File: config.mk
export PLATFORM = sky130hd
export DESIGN_NAME = gtbp_gpio
export DESIGN_NICKNAME = d
export VERILOG_FILES = /design/src/rtl/gtbp_pkg.sv /design/src/rtl/gtbp_pin_bank.sv /design/src/rtl/gtbp_gpio.sv
export SDC_FILE = /design/constraint.sdc
export NUM_CORES = 1
export LEC_CHECK = 0
export ABC_AREA = 1
export BUFFER_PORTS_ARGS = -buffer_cell sky130_fd_sc_hd__buf_4
export CAP_MARGIN = 0
export CORE_UTILIZATION = 45
export CTS_CLUSTER_SIZE = 12
export DETAILED_ROUTE_END_ITERATION = 7
export PLACE_DENSITY_LB_ADDON = 0.2
export SLEW_MARGIN = 30
export SYNTH_ARGS = -nofsm -noshare
export SYNTH_HDL_FRONTEND = slang
export SYNTH_HIERARCHICAL = 1
export SYNTH_SLANG_ARGS = --single-unit
File: constraint.sdc
create_clock -name i_ref_clk -period 1.06 [get_ports i_ref_clk]
set_clock_uncertainty 0.1 [all_clocks]
set_input_delay 0.212 -clock i_ref_clk [delete_from_list [all_inputs] [get_ports i_ref_clk]]
set_output_delay 0.212 -clock i_ref_clk [all_outputs]
set_load 0.01 [all_outputs]
File: src/rtl/gtbp_pkg.sv
package gtbp_pkg;

   // ---------------------------------------------------------------
   // geometry
   // ---------------------------------------------------------------
   localparam int          GTBP_PINS_PER_BANK = 8;
   localparam int          GTBP_NUM_PINS      = 16;
   localparam int          GTBP_ADDR_W        = 4;
   localparam int          GTBP_DATA_W        = 32;

   // ---------------------------------------------------------------
   // register map (byte addresses)
   // ---------------------------------------------------------------
   localparam logic [3:0]  GTBP_OFS_FIRST     = 4'h0;
   localparam logic [3:0]  GTBP_OFS_SECOND    = 4'h4;

   // field lsb positions inside a bank register
   localparam int          GTBP_FLD_FUNC      = 24;
   localparam int          GTBP_FLD_DIR       = 16;
   localparam int          GTBP_FLD_SPEC      = 8;
   localparam int          GTBP_FLD_DATA      = 0;

   // board pins in the second bank
   localparam int          GTBP_LAMP_BIT      = 6;
   localparam int          GTBP_BUTTON_BIT    = 5;

   // reset values: first bank all plain input, second bank lamp as lit output
   localparam logic [7:0]  GTBP_RST_FUNC      = 8'h00;
   localparam logic [7:0]  GTBP_RST_DIR_A     = 8'h00;
   localparam logic [7:0]  GTBP_RST_DIR_C     = 8'h40;
   localparam logic [7:0]  GTBP_RST_SPEC      = 8'h00;
   localparam logic [7:0]  GTBP_RST_DATA_C    = 8'h40;
   localparam logic [7:0]  GTBP_RST_DATA_A    = 8'h00;
   localparam logic [31:0] GTBP_RD_ZERO       = 32'h0000_0000;

   // ---------------------------------------------------------------
   // carriers
   // ---------------------------------------------------------------
   typedef struct packed {
      logic [3:0]  addr;
      logic [31:0] wdata;
      logic        wr;
      logic        rd;
   } gtbp_req_t;

   typedef struct packed {
      logic [7:0] func;
      logic [7:0] dir;
      logic [7:0] spec;
      logic [7:0] data;
   } gtbp_bank_t;

   typedef struct packed {
      logic [15:0] o;
      logic [15:0] oe_n;
   } gtbp_pad_t;

endpackage : gtbp_pkg

File: src/rtl/gtbp_pin_bank.sv
// one bank of eight pins: pad drive and pad level readback
module gtbp_pin_bank
   import gtbp_pkg::*;
#(
   parameter int  WIDTH    = 8,
   parameter bit  HAS_SPEC = 1'b1
) (
   input  wire gtbp_pkg::gtbp_bank_t i_cfg,
   input  wire logic [WIDTH-1:0]     i_pad,
   output logic [WIDTH-1:0]          o_pad,
   output logic [WIDTH-1:0]          o_pad_oe_n,
   output logic [WIDTH-1:0]          o_level
);

   // ---------------------------------------------------------------
   // per-pin decode
   // ---------------------------------------------------------------
   for (genvar g = 0; g < WIDTH; g++) begin : g_pin
      logic spec;
      assign spec = HAS_SPEC ? i_cfg.spec[g] : 1'b0;
      // drive only as plain output
      assign o_pad_oe_n[g] = ~(~i_cfg.func[g] & i_cfg.dir[g] & ~spec);
      assign o_pad[g]      = i_cfg.data[g];
      // readback is the pad level, whatever the mode
      assign o_level[g]    = i_pad[g];
   end

endmodule : gtbp_pin_bank

File: src/rtl/gtbp_gpio.sv
module gtbp_gpio
   import gtbp_pkg::*;
(
   input  wire logic                   i_ref_clk,
   input  wire logic                   i_resetn,
   input  wire gtbp_pkg::gtbp_req_t    i_req,
   output logic [31:0]                 o_rdata,
   input  wire logic [15:0]            i_pad,
   output gtbp_pkg::gtbp_pad_t         o_pad
);

   // ---------------------------------------------------------------
   // state
   // ---------------------------------------------------------------
   typedef struct packed {
      gtbp_bank_t  first;
      gtbp_bank_t  second;
      logic [31:0] rdata;
   } gtbp_state_t;

   gtbp_state_t state_q;
   gtbp_state_t state_d;
   logic [7:0]  level_a;
   logic [7:0]  level_c;
   logic [31:0] wd;

   assign wd = i_req.wdata;

   // ---------------------------------------------------------------
   // next state
   // ---------------------------------------------------------------
   always_comb begin
      state_d       = state_q;
      state_d.rdata = GTBP_RD_ZERO;
      // whole-word writes; software does read-modify-write
      if (i_req.wr && i_req.addr == GTBP_OFS_FIRST) begin
         state_d.first.func = wd[GTBP_FLD_FUNC +: GTBP_PINS_PER_BANK];
         state_d.first.dir  = wd[GTBP_FLD_DIR  +: GTBP_PINS_PER_BANK];
         state_d.first.spec = GTBP_RST_SPEC;
         state_d.first.data = wd[GTBP_FLD_DATA +: GTBP_PINS_PER_BANK];
      end
      if (i_req.wr && i_req.addr == GTBP_OFS_SECOND) begin
         state_d.second.func = wd[GTBP_FLD_FUNC +: GTBP_PINS_PER_BANK];
         state_d.second.dir  = wd[GTBP_FLD_DIR  +: GTBP_PINS_PER_BANK];
         state_d.second.spec = wd[GTBP_FLD_SPEC +: GTBP_PINS_PER_BANK];
         state_d.second.data = wd[GTBP_FLD_DATA +: GTBP_PINS_PER_BANK];
      end
      // read data: config plus live pad level, valid next cycle
      if (i_req.rd) begin
         unique case (i_req.addr)
            GTBP_OFS_FIRST: begin
               state_d.rdata = {state_q.first.func, state_q.first.dir,
                                state_q.first.spec, level_a};
            end
            GTBP_OFS_SECOND: begin
               state_d.rdata = {state_q.second.func, state_q.second.dir,
                                state_q.second.spec, level_c};
            end
            default: begin
               state_d.rdata = GTBP_RD_ZERO;                           // unmapped reads zero
            end
         endcase
      end
   end

   // ---------------------------------------------------------------
   // registers
   // ---------------------------------------------------------------
   always_ff @(posedge i_ref_clk or negedge i_resetn) begin
      if (!i_resetn) begin
         state_q.first  <= '{GTBP_RST_FUNC, GTBP_RST_DIR_A, GTBP_RST_SPEC, GTBP_RST_DATA_A};
         // lamp comes up as lit plain output
         state_q.second <= '{GTBP_RST_FUNC, GTBP_RST_DIR_C, GTBP_RST_SPEC, GTBP_RST_DATA_C};
         state_q.rdata  <= GTBP_RD_ZERO;
      end else begin
         state_q <= state_d;
      end
   end

   assign o_rdata = state_q.rdata;

   // ---------------------------------------------------------------
   // pin banks
   // ---------------------------------------------------------------
   gtbp_pin_bank #(
      .WIDTH    (GTBP_PINS_PER_BANK),
      .HAS_SPEC (1'b0)
   ) u_first (
      .i_cfg      (state_q.first),
      .i_pad      (i_pad[7:0]),
      .o_pad      (o_pad.o[7:0]),
      .o_pad_oe_n (o_pad.oe_n[7:0]),
      .o_level    (level_a)
   );

   gtbp_pin_bank #(
      .WIDTH    (GTBP_PINS_PER_BANK),
      .HAS_SPEC (1'b1)
   ) u_second (
      .i_cfg      (state_q.second),
      .i_pad      (i_pad[15:8]),
      .o_pad      (o_pad.o[15:8]),
      .o_pad_oe_n (o_pad.oe_n[15:8]),
      .o_level    (level_c)
   );

endmodule : gtbp_gpio

==> summary.txt, run 1 <==
Global route
  – Antenna violations before repair: 0
  – Grt ovf: 0
  – Vias in the first global route: 3763
  – First-pass GRT wire length: approximately 18000 um
  – Largest net degree at the start of global routing: 64
  – Overall Global Routing Usage: between 20% and 30%

Pwr
  – Sw frac: between 20% and 30%
  – Seq pwr share: approximately 46%
  – Sw power: 2.65 mW
  – Worst vdd ir: between 0.0008 and 0.0009 V
  – Power share of the clock group: a little over a quarter
  – Logic gate share of total power: 27.8%
  – P_int: 6.46 mW
  – Pwr/cell area: about 1500 nW/um2
  – Leak Pwr: ~3.2 nW

STA
  – Endpoints failing setup: 64
  – Worst-Margin Slew: around 0.34 ns
  – FMAX: between 700 and 800 MHz
  – Crit share post-route: 132%
  – Final worst slack: -0.339 ns
  – Worst hold margin: between 0.015 and 0.02 ns
  – Final TNS setup: -9.02 ns
  – Fin. max-slew vios: 0
  – Slew headroom: 77.7%
  – Unrepaired setup endpoints after global routing: true
  – Final hold violations: 0
  – Final critical-path required period: 1.40 ns

Drt
  – Via count: around 3700
  – Via density: just over 5
  – Detailed-route DRC error count: 0
  – Routed wire length per instance: between 10 and 15 um
  – Post-Route WL: between 10000 and 15000 um
  – First-pass DRT Iterations: 4
  – First-iteration detailed-routing DRC count: ~160
  – Routed Antenna Nets: 0

Logic synthesis
  – Mapped Cells: around 490
  – Syn Std Cell Area: about 4300 um2
  – Yosys warns: 6
  – Mean area per synthesized cell: a little under 9 um2
  – Syn nets: approximately 550

Worst hold path
  – Tightest Hold Check Type: in -> reg
  – Hold Crit Start: i_pad[15]

Clock tree
  – CTS tree: built
  – Num CTS Buffers: 9
  – H-Tree Depth: 3
  – Clk_lat worst skew: approximately 0.34 ns
  – Worst-path clk slew: around 0.090 ns
  – Sink Count: slightly below 90
  – Clock tree root buffer cell: clkbuf_8
  – Clock Path Buffers: 2

Place
  – Port Buf Inserts: 119
  – DPL Wire Length: slightly above 7000 um
  – GPL Wtd Cong: roughly 0.75
  – Post-DP Area: approximately 5200 um2
  – DP Worst Slack: -0.157 ns

Die
  – Initial core utilization: between 40% and 50%
  – Core area: around 9300 um2
  – Total Die Area: ~10000 um2
  – Width of the die: about 100 um
  – Die height: roughly 100 um
  – Row count: 35
  – Io pins: 120

Final layout
  – Final net count: between 600 and 700
  – Fill cell total of the finished layout: between 800 and 900
  – Fraction of layout cells with a size suffix above 1: 39.1%
  – Diode count: 0
  – Final Instance Area: ~6000 um2
  – Area grow syn2layout: 38.2%

Outcome
  – Failing checks: setup timing
  – Status: finished with violations

Critical path
  – Worst setup path category: reg -> out
  – Worst endpoint required time: 0.75 ns
  – Reg-to-Reg Start: state_q[57]
  – Crit end category: primary output
  – CP Launch Point: state_q[54]
  – Startpoint class of the critical path: register
  – CP max FO: 2
  – Arrival @ worst endpoint: approximately 1.1 ns

Flow run
  – Max-cap violations: 0
==> worst paths after layout <==
path                       slack (ns)          end  depth (start not counted)
max reg2reg                      0.03  o_rdata[25]                          4
min reg2reg                      0.38  state_q[38]                          2
max in group asynchronous        0.23  state_q[54]                          3
min in group asynchronous        0.31  o_rdata[28]                          3
max                             -0.34    o_pad[14]                          2
min                              0.02   o_rdata[7]                          3
==> layout make-up <==
class	count	area (um2)	share of cell area, %
clock inverter	4	52.6	0.875
inverter	33	124	2.06
timing repair buffer	201	1940	32.3
multi-input combinational	270	1370	22.7
sequential	88	2200	36.7
clock buffer	12	155	2.58
tap	129	161	2.69
==> state kept, by name, summed over array words and instances (netlist names) <==
register	flops
o_rdata	32
state_q	56
==> power groups by stage <==
stage | clock network (mW) | logic, mW | registers (mW)
2_1_floorplan | 0 | 1.08 | 4.12
3_3_place_gp | 0 | 1.78 | 4.20
3_5_place_dp | 0 | 1.82 | 4.20
4_1_cts | 2.50 | 2.36 | 4.15
5_1_grt | 2.61 | 2.77 | 4.21
6_report | 2.41 | 2.53 | 4.17
==> metrics by stage <==
stage	cells	utilization (%)	power [mW]
6_report	737	64.7	9.10
5_1_grt	737	64.7	9.60
4_1_cts	723	63.4	9.00
3_5_place_dp	677	55.6	6.03
3_3_place_gp	677	55.6	5.98
2_1_floorplan	493	-	5.21
==> worst max-delay path, cell delays in order, from the launching register on <==
cell and delay [ns]:
dfstp_2 0.55, nand3_2 0.07, buf_6 0.13
==> cells in the final DEF, fill, tap and decap left out <==
cell and instances:
buf_12 14, buf_4 116, buf_6 64, bufinv_16 1, clkbuf_1 1, clkbuf_8 11, clkinv_2 1, clkinv_4 2
dfrtp_1 86, dfstp_2 2, dlygate4sd3_1 7, inv_1 21, inv_2 12, nand2_1 142, nand2_2 2, nand3_1 1
nand3_2 10, nand4_1 104, nor2_1 8, nor2_4 3
==> per-layer routing <==
metal  GRT usage (%)  part of all wire (%)  vias to the layer above  wire length (um)
met5               0                     0                        -                 0
met3            3.69                   5.8                       10               628
li1                -                     -                     1804                 -
met2            37.8                    50                      139              5410
met1            28.6                    43                     1774              4650
met4            7.92                  0.96                        0               104
==> what timing repair did <==
item / CTS / global route
endpoints found under the setup margin: 64 / 64
hold endpoints to repair: 92 / 0
setup buffers: 23 / 14
resized for setup: 77 / 8
hold buffers: 7 / 0
pin swaps: 5 / 2
Note: power is estimated with default switching activity, not from simulation.
==> inputs of run 2 (changes only) <==
- clock period: 1.06 -> 1.2 ns (I/O delays scaled with it)
==> run 2 against run 1 <==
  * The run still ends with setup timing left
  * Non-clock buffer count shrank 24
  * Highest routed layer unchanged
  * Hold slack gained 0.017 ns
  * Largest power group unchanged
  * Clock power shrank 14%
  * Largest cell class unchanged
  * Setup slack gained 0.13 ns
  * Critical path type unchanged
  * Flip-flop and latch count is the same
==> summary.txt, run 2 (synthesis results as in run 1) <==
Pwr
  – P_int: 5.53 mW
  – Design Power: ~7.8 mW
  – Power share of the clock group: 26.4%
  – Logic gate share of total power: about a quarter
  – Pwr/cell area: 1350 nW/um2
  – Seq pwr share: 47.0%
  – Leak Pwr: ~3.1 nW
  – Sw frac: ~30%
  – Sw power: between 2 and 2.5 mW
  – Worst vdd ir: approximately 0.00066 V

STA
  – Final hold violations: 0
  – Worst hold margin: about 0.034 ns
  – Fin. max-slew vios: 0
  – Final critical-path required period: around 1.4 ns
  – FMAX: between 700 and 800 MHz
  – Worst-Margin Slew: 0.514 ns
  – Final worst slack: -0.210 ns
  – Slew headroom: 65.8%
  – Endpoints failing setup: 35
  – Crit share post-route: 118%
  – Unrepaired setup endpoints after global routing: true

Final layout
  – Most frequent cells in the layout: nand2_1 (139), nand4_1 (104), buf_4 (99)
  – Final net count: roughly 640
  – Most common cell after layout, fill and taps aside: nand2_1
  – Reg with most FFs: state_q
  – Diode count: 0
  – Max reg flops: 56
  – Fraction of layout cells with a size suffix above 1: 38.0%
  – Area grow syn2layout: 33.4%

Worst hold path
  – Tightest Hold Check Type: in -> reg
  – Hold Crit Start: i_req[8]

Critical path
  – Slowest library cell on the worst path: dfstp_2
  – Reg-to-Reg Start: state_q[57]
  – Worst setup path category: reg -> out
  – Cell breakdown of the critical path: nand3_2 -> buf_6
  – Startpoint class of the critical path: register
  – Setup slack, reg-to-reg: roughly 0.16 ns
  – Worst setup endpoint: o_pad[14]
  – CP peak stage delay: about 0.54 ns
  – CP max FO: 2
  – Crit end category: primary output
  – Arrival @ worst endpoint: about 1.1 ns
  – Worst endpoint required time: ~0.86 ns
  – Worst reg-to-reg path cell count: 4
  – CP Launch Point: state_q[54]
  – Reg2Reg Capture Point: o_rdata[25]

Die
  – Row count: 35
  – Total Die Area: between 10000 and 15000 um2
  – Initial core utilization: 46.8%
  – Core area: 9280 um2
  – Die height: between 100 and 150 um
  – Width of the die: around 100 um
  – Io pins: 120

Drt
  – Detailed-route DRC error count: 0
  – First-iteration detailed-routing DRC count: roughly 220
  – Routed wire length per instance: 15.0 um
  – Via count: roughly 3600
  – Via density: between 5 and 6
  – Routed Antenna Nets: 0
  – First-pass DRT Iterations: 5
  – Post-Route WL: 10700 um

Global route
  – First-pass GRT wire length: 17400 um
  – Largest net degree at the start of global routing: 50
  – Grt ovf: 0
  – Vias in the first global route: 3615
  – Overall Global Routing Usage: between 20 and 25%
  – Antenna violations before repair: 0

Clock tree
  – H-Tree Depth: 3
  – Worst-path clk slew: 0.09 ns
  – Clock Path Buffers: 2
  – CTS tree: built
  – Clk_lat worst skew: about 0.34 ns
  – Sink Count: 88
  – Clock tree root buffer cell: clkbuf_8
  – Num CTS Buffers: 9

Flow run
  – Max-cap violations: 0

Place
  – DPL Wire Length: 7150 um
  – GPL Wtd Cong: approximately 0.75
  – Port Buf Inserts: approximately 120

Outcome
  – Status: finished with violations
  – Failing checks: setup timing
## run 2: changes by cell type in the layout (fill, tap and decap cells not counted), sizes merged
cell         before  now
buf             194  176
dlygate4sd3       7    1
clkinv            3    1
clkinvlp          0    2
## run 2: cell type report
type | instances | area, um2
Sequential cell | 88 | 2200
Multi-Input combinational cell | 270 | 1370
Fill cell | 840 | 3490
Inverter | 33 | 124
Timing Repair Buffer | 177 | 1730
Clock buffer | 12 | 145
Tap cell | 129 | 161
Clock inverter | 4 | 53.8
## run 2: how the worst min path moves through the flow
stage,to,slack [ns],depth (start not counted)
after CTS,o_rdata[2],0.03,3
after global placement,o_rdata[25],0.04,1
final,state_q[38],0.03,3
after detailed placement,o_rdata[25],0.04,1
after floorplan,o_rdata[0],-0.16,0
after global routing,state_q[38],0.02,3
## run 2: power by group through the flow
stage | Sequential [mW] | Combinational, mW | Clock [mW]
3_3_place_gp | 3.72 | 1.51 | 0
6_report | 3.69 | 2.09 | 2.07
5_1_grt | 3.73 | 2.29 | 2.24
2_1_floorplan | 3.64 | 0.958 | 0
4_1_cts | 3.67 | 1.98 | 2.11
3_5_place_dp | 3.72 | 1.56 | 0
## run 2: per-layer routing
| layer | vias to the layer above | GRT usage, % | share of wire, % |
|---|---|---|---|
| li1 | 1745 | - | - |
| met4 | 0 | 7.25 | 1.2 |
| met5 | - | 0 | 0 |
| met3 | 12 | 4.74 | 5.9 |
| met2 | 117 | 38.1 | 51 |
| met1 | 1763 | 28.1 | 42 |
## run 2: timing repair
| item | in CTS | in global routing |
|---|---|---|
| hold buffers | 1 | 0 |
| pin swaps | 5 | 3 |
| gates cloned | 0 | 0 |
| hold endpoints to repair | 68 | 0 |
| buffers inserted | 20 | 9 |
| setup endpoints to repair | 51 | 64 |
| resized for setup | 66 | 22 |
## run 2: critical path, delay by kind of cell, from the launching register on
family	cells	cell delay (ns)
flip-flops	1	0.54
AND/OR/NAND/NOR	1	0.07
buffers and inverters	1	0.12
## run 2: metrics by stage
stage,cells,setup TNS (ns),area (um2),utilization (%),worst slack (ns)
after floorplan,493,0,4350,-,0.161
after global placement,667,-1.02,5080,54.7,-0.0564
after detailed placement,667,-2.31,5080,54.7,-0.102
after CTS,704,-2.94,5660,61.0,-0.219
after global routing,713,-4.74,5800,62.4,-0.258
final,713,-2.54,5800,62.4,-0.210
==> inputs of run 3 (changes only) <==
- clock period: 1.2 -> 1.25 ns (I/O delays scaled with it)
==> run 3 against run 2 <==
  * The run still ends with setup timing left
  * Combinational power down 6%
  * Design area shrank 2.0%
  * Global-route usage fell by 0.25 points
  * Setup slack improved by 0.011 ns
  * Sequential power fell by 4%
  * Via count is 1.5% lower
  * Flip-flop and latch count unchanged
  * Critical path depth unchanged
  * Register-to-register slack improved by 0.04 ns
  * Sequential share of layout area increased by 0.79 points
  * Power grew 0.45%
  * Critical endpoint unchanged
==> summary.txt, run 3 (synthesis results as in run 1) <==
STA
  – Final worst slack: -0.199 ns
  – FMAX: about 700 MHz
  – Fin. max-slew vios: 0
  – Unrepaired setup endpoints after global routing: true
  – Endpoints failing setup: 20
  – Final critical-path required period: about 1.4 ns
  – Final hold violations: 0
  – Worst-Margin Slew: ~0.50 ns
  – Crit share post-route: 116%
  – Slew headroom: roughly two thirds

Pwr
  – Sw frac: 28.1%
  – Seq pwr share: approximately 45%
  – Logic gate share of total power: around a quarter
  – Power share of the clock group: 30.2%
  – Worst vdd ir: 0.000748 V
  – Pwr/cell area: approximately 1400 nW/um2
  – P_int: between 5 and 6 mW
  – Leak Pwr: 3.03 nW
  – Design Power: about 7.9 mW
  – Sw power: around 2.2 mW

Drt
  – First-iteration detailed-routing DRC count: approximately 150
  – First-pass DRT Iterations: 4
  – Routed wire length per instance: about 15 um
  – Via density: between 5 and 6
  – Routed Antenna Nets: 0
  – Detailed-route DRC error count: 0
  – Post-Route WL: 10700 um
  – Via count: roughly 3600

Global route
  – Grt ovf: 0
  – First-pass GRT wire length: 17000 um
  – Antenna violations before repair: 0
  – Largest net degree at the start of global routing: 50
  – Vias in the first global route: between 3000 and 4000
  – Overall Global Routing Usage: between 20% and 30%

Final layout
  – Area grow syn2layout: 30.7%
  – Reg with most FFs: state_q
  – Final core utilization: 61.2%
  – Fraction of layout cells with a size suffix above 1: approximately 38%
  – Most common cell after layout, fill and taps aside: nand2_1
  – Most frequent cells in the layout: nand2_1 (139), buf_4 (113), nand4_1 (104)
  – Diode count: 0
  – Fill cell total of the finished layout: between 800 and 900
  – Max reg flops: 56
  – Final net count: roughly 630

Clock tree
  – CTS tree: built
  – Clock tree root buffer cell: clkbuf_8
  – Worst-path clk slew: 0.09 ns
  – Clk_lat worst skew: 0.36 ns
  – H-Tree Depth: 3
  – Num CTS Buffers: 9
  – Clock Path Buffers: 2
  – Sink Count: approximately 90

Critical path
  – Worst endpoint required time: about 0.9 ns
  – CP peak stage delay: 0.55 ns
  – Slowest library cell on the worst path: dfstp_2
  – Crit end category: primary output
  – Startpoint class of the critical path: register
  – Worst setup path category: reg -> out
  – CP max FO: 2
  – Cell breakdown of the critical path: nand3_2 -> buf_6
  – Arrival @ worst endpoint: 1.10 ns

Outcome
  – Failing checks: setup timing
  – Status: finished with violations

Place
  – GPL Wtd Cong: around 0.74
  – DPL Wire Length: 6910 um
  – Port Buf Inserts: around 120

Die
  – Core area: 9280 um2
  – Row count: 35
  – Total Die Area: between 10000 and 15000 um2
  – Io pins: 120
  – Die height: 100 um
  – Width of the die: 100 um
  – Initial core utilization: 46.8%

Worst hold path
  – Tightest Hold Check Type: in -> reg

Flow run
  – Max-cap violations: 0
## run 3: layout make-up
| type | count | area [um2] | area share [%] |
|---|---|---|---|
| timing repair buffer | 171 | 1570 | 27.7 |
| inverter | 33 | 124 | 2.18 |
| multi-input combinational | 270 | 1370 | 24.2 |
| clock inverter | 5 | 104 | 1.83 |
| tap | 129 | 161 | 2.84 |
| sequential | 88 | 2200 | 38.8 |
| clock buffer | 11 | 141 | 2.49 |
## run 3: power by group through the flow
stage | clock [mW] | sequential (mW) | combinational (mW)
floorplan | 0 | 3.50 | 0.920
global placement | 0 | 3.58 | 1.41
detailed placement | 0 | 3.58 | 1.44
CTS | 2.44 | 3.53 | 1.89
global route | 2.55 | 3.59 | 2.15
finish | 2.38 | 3.55 | 1.96
## run 3: metal layers
metal  share of wire (%)  up-vias  GRT usage [%]
met5                   0        -              0
met4                 2.3        0           8.81
met3                 5.2       16           4.81
met2                  49       99           35.4
met1                  44     1734           29.1
li1                    -     1733              -
## run 3: path summary, 6_finish.rpt
kind / to / cells past startpoint / slack, ns / startpoint
worst min register to register: state_q[67] / 2 / 0.40 / state_q[67]
worst max-delay path: o_pad[14] / 2 / -0.20 / state_q[54]
worst min-delay path: o_rdata[0] / 3 / 0.03 / i_pad[8]
min in group asynchronous: o_rdata[7] / 2 / 0.21 / i_resetn
worst max register to register: o_rdata[26] / 4 / 0.20 / state_q[58]
max in group asynchronous: state_q[83] / 3 / 0.30 / i_resetn
## run 3: worst max-delay path: cells and delay by family (launching register included)
kind	cells	cell delay, ns
DFF	1	0.55
buffers and inverters	1	0.12
and+or+nand+nor	1	0.07
## run 3: per-stage QoR
| step | worst slack (ns) | std cells | hold slack, ns | TNS [ns] | instance area [um2] |
|---|---|---|---|---|---|
| 2_1_floorplan | 0.201 | 493 | -0.146 | 0 | 4350 |
| 3_3_place_gp | -0.0322 | 660 | 0.0548 | -0.120 | 4960 |
| 3_5_place_dp | -0.0705 | 660 | 0.0545 | -2.15 | 4960 |
| 4_1_cts | -0.209 | 700 | 0.0223 | -2.22 | 5570 |
| 5_1_grt | -0.237 | 707 | 0.0221 | -3.04 | 5680 |
| 6_report | -0.199 | 707 | 0.0344 | -1.89 | 5680 |
## run 3: repair_timing
item                                    in CTS  in global routing
pin swaps                                    9                  0
hold buffers                                 1                  0
endpoints found under the setup margin      36                 49
resized for setup                           55                 18
endpoints found under the hold margin       68                  0
buffers inserted                            23                  7
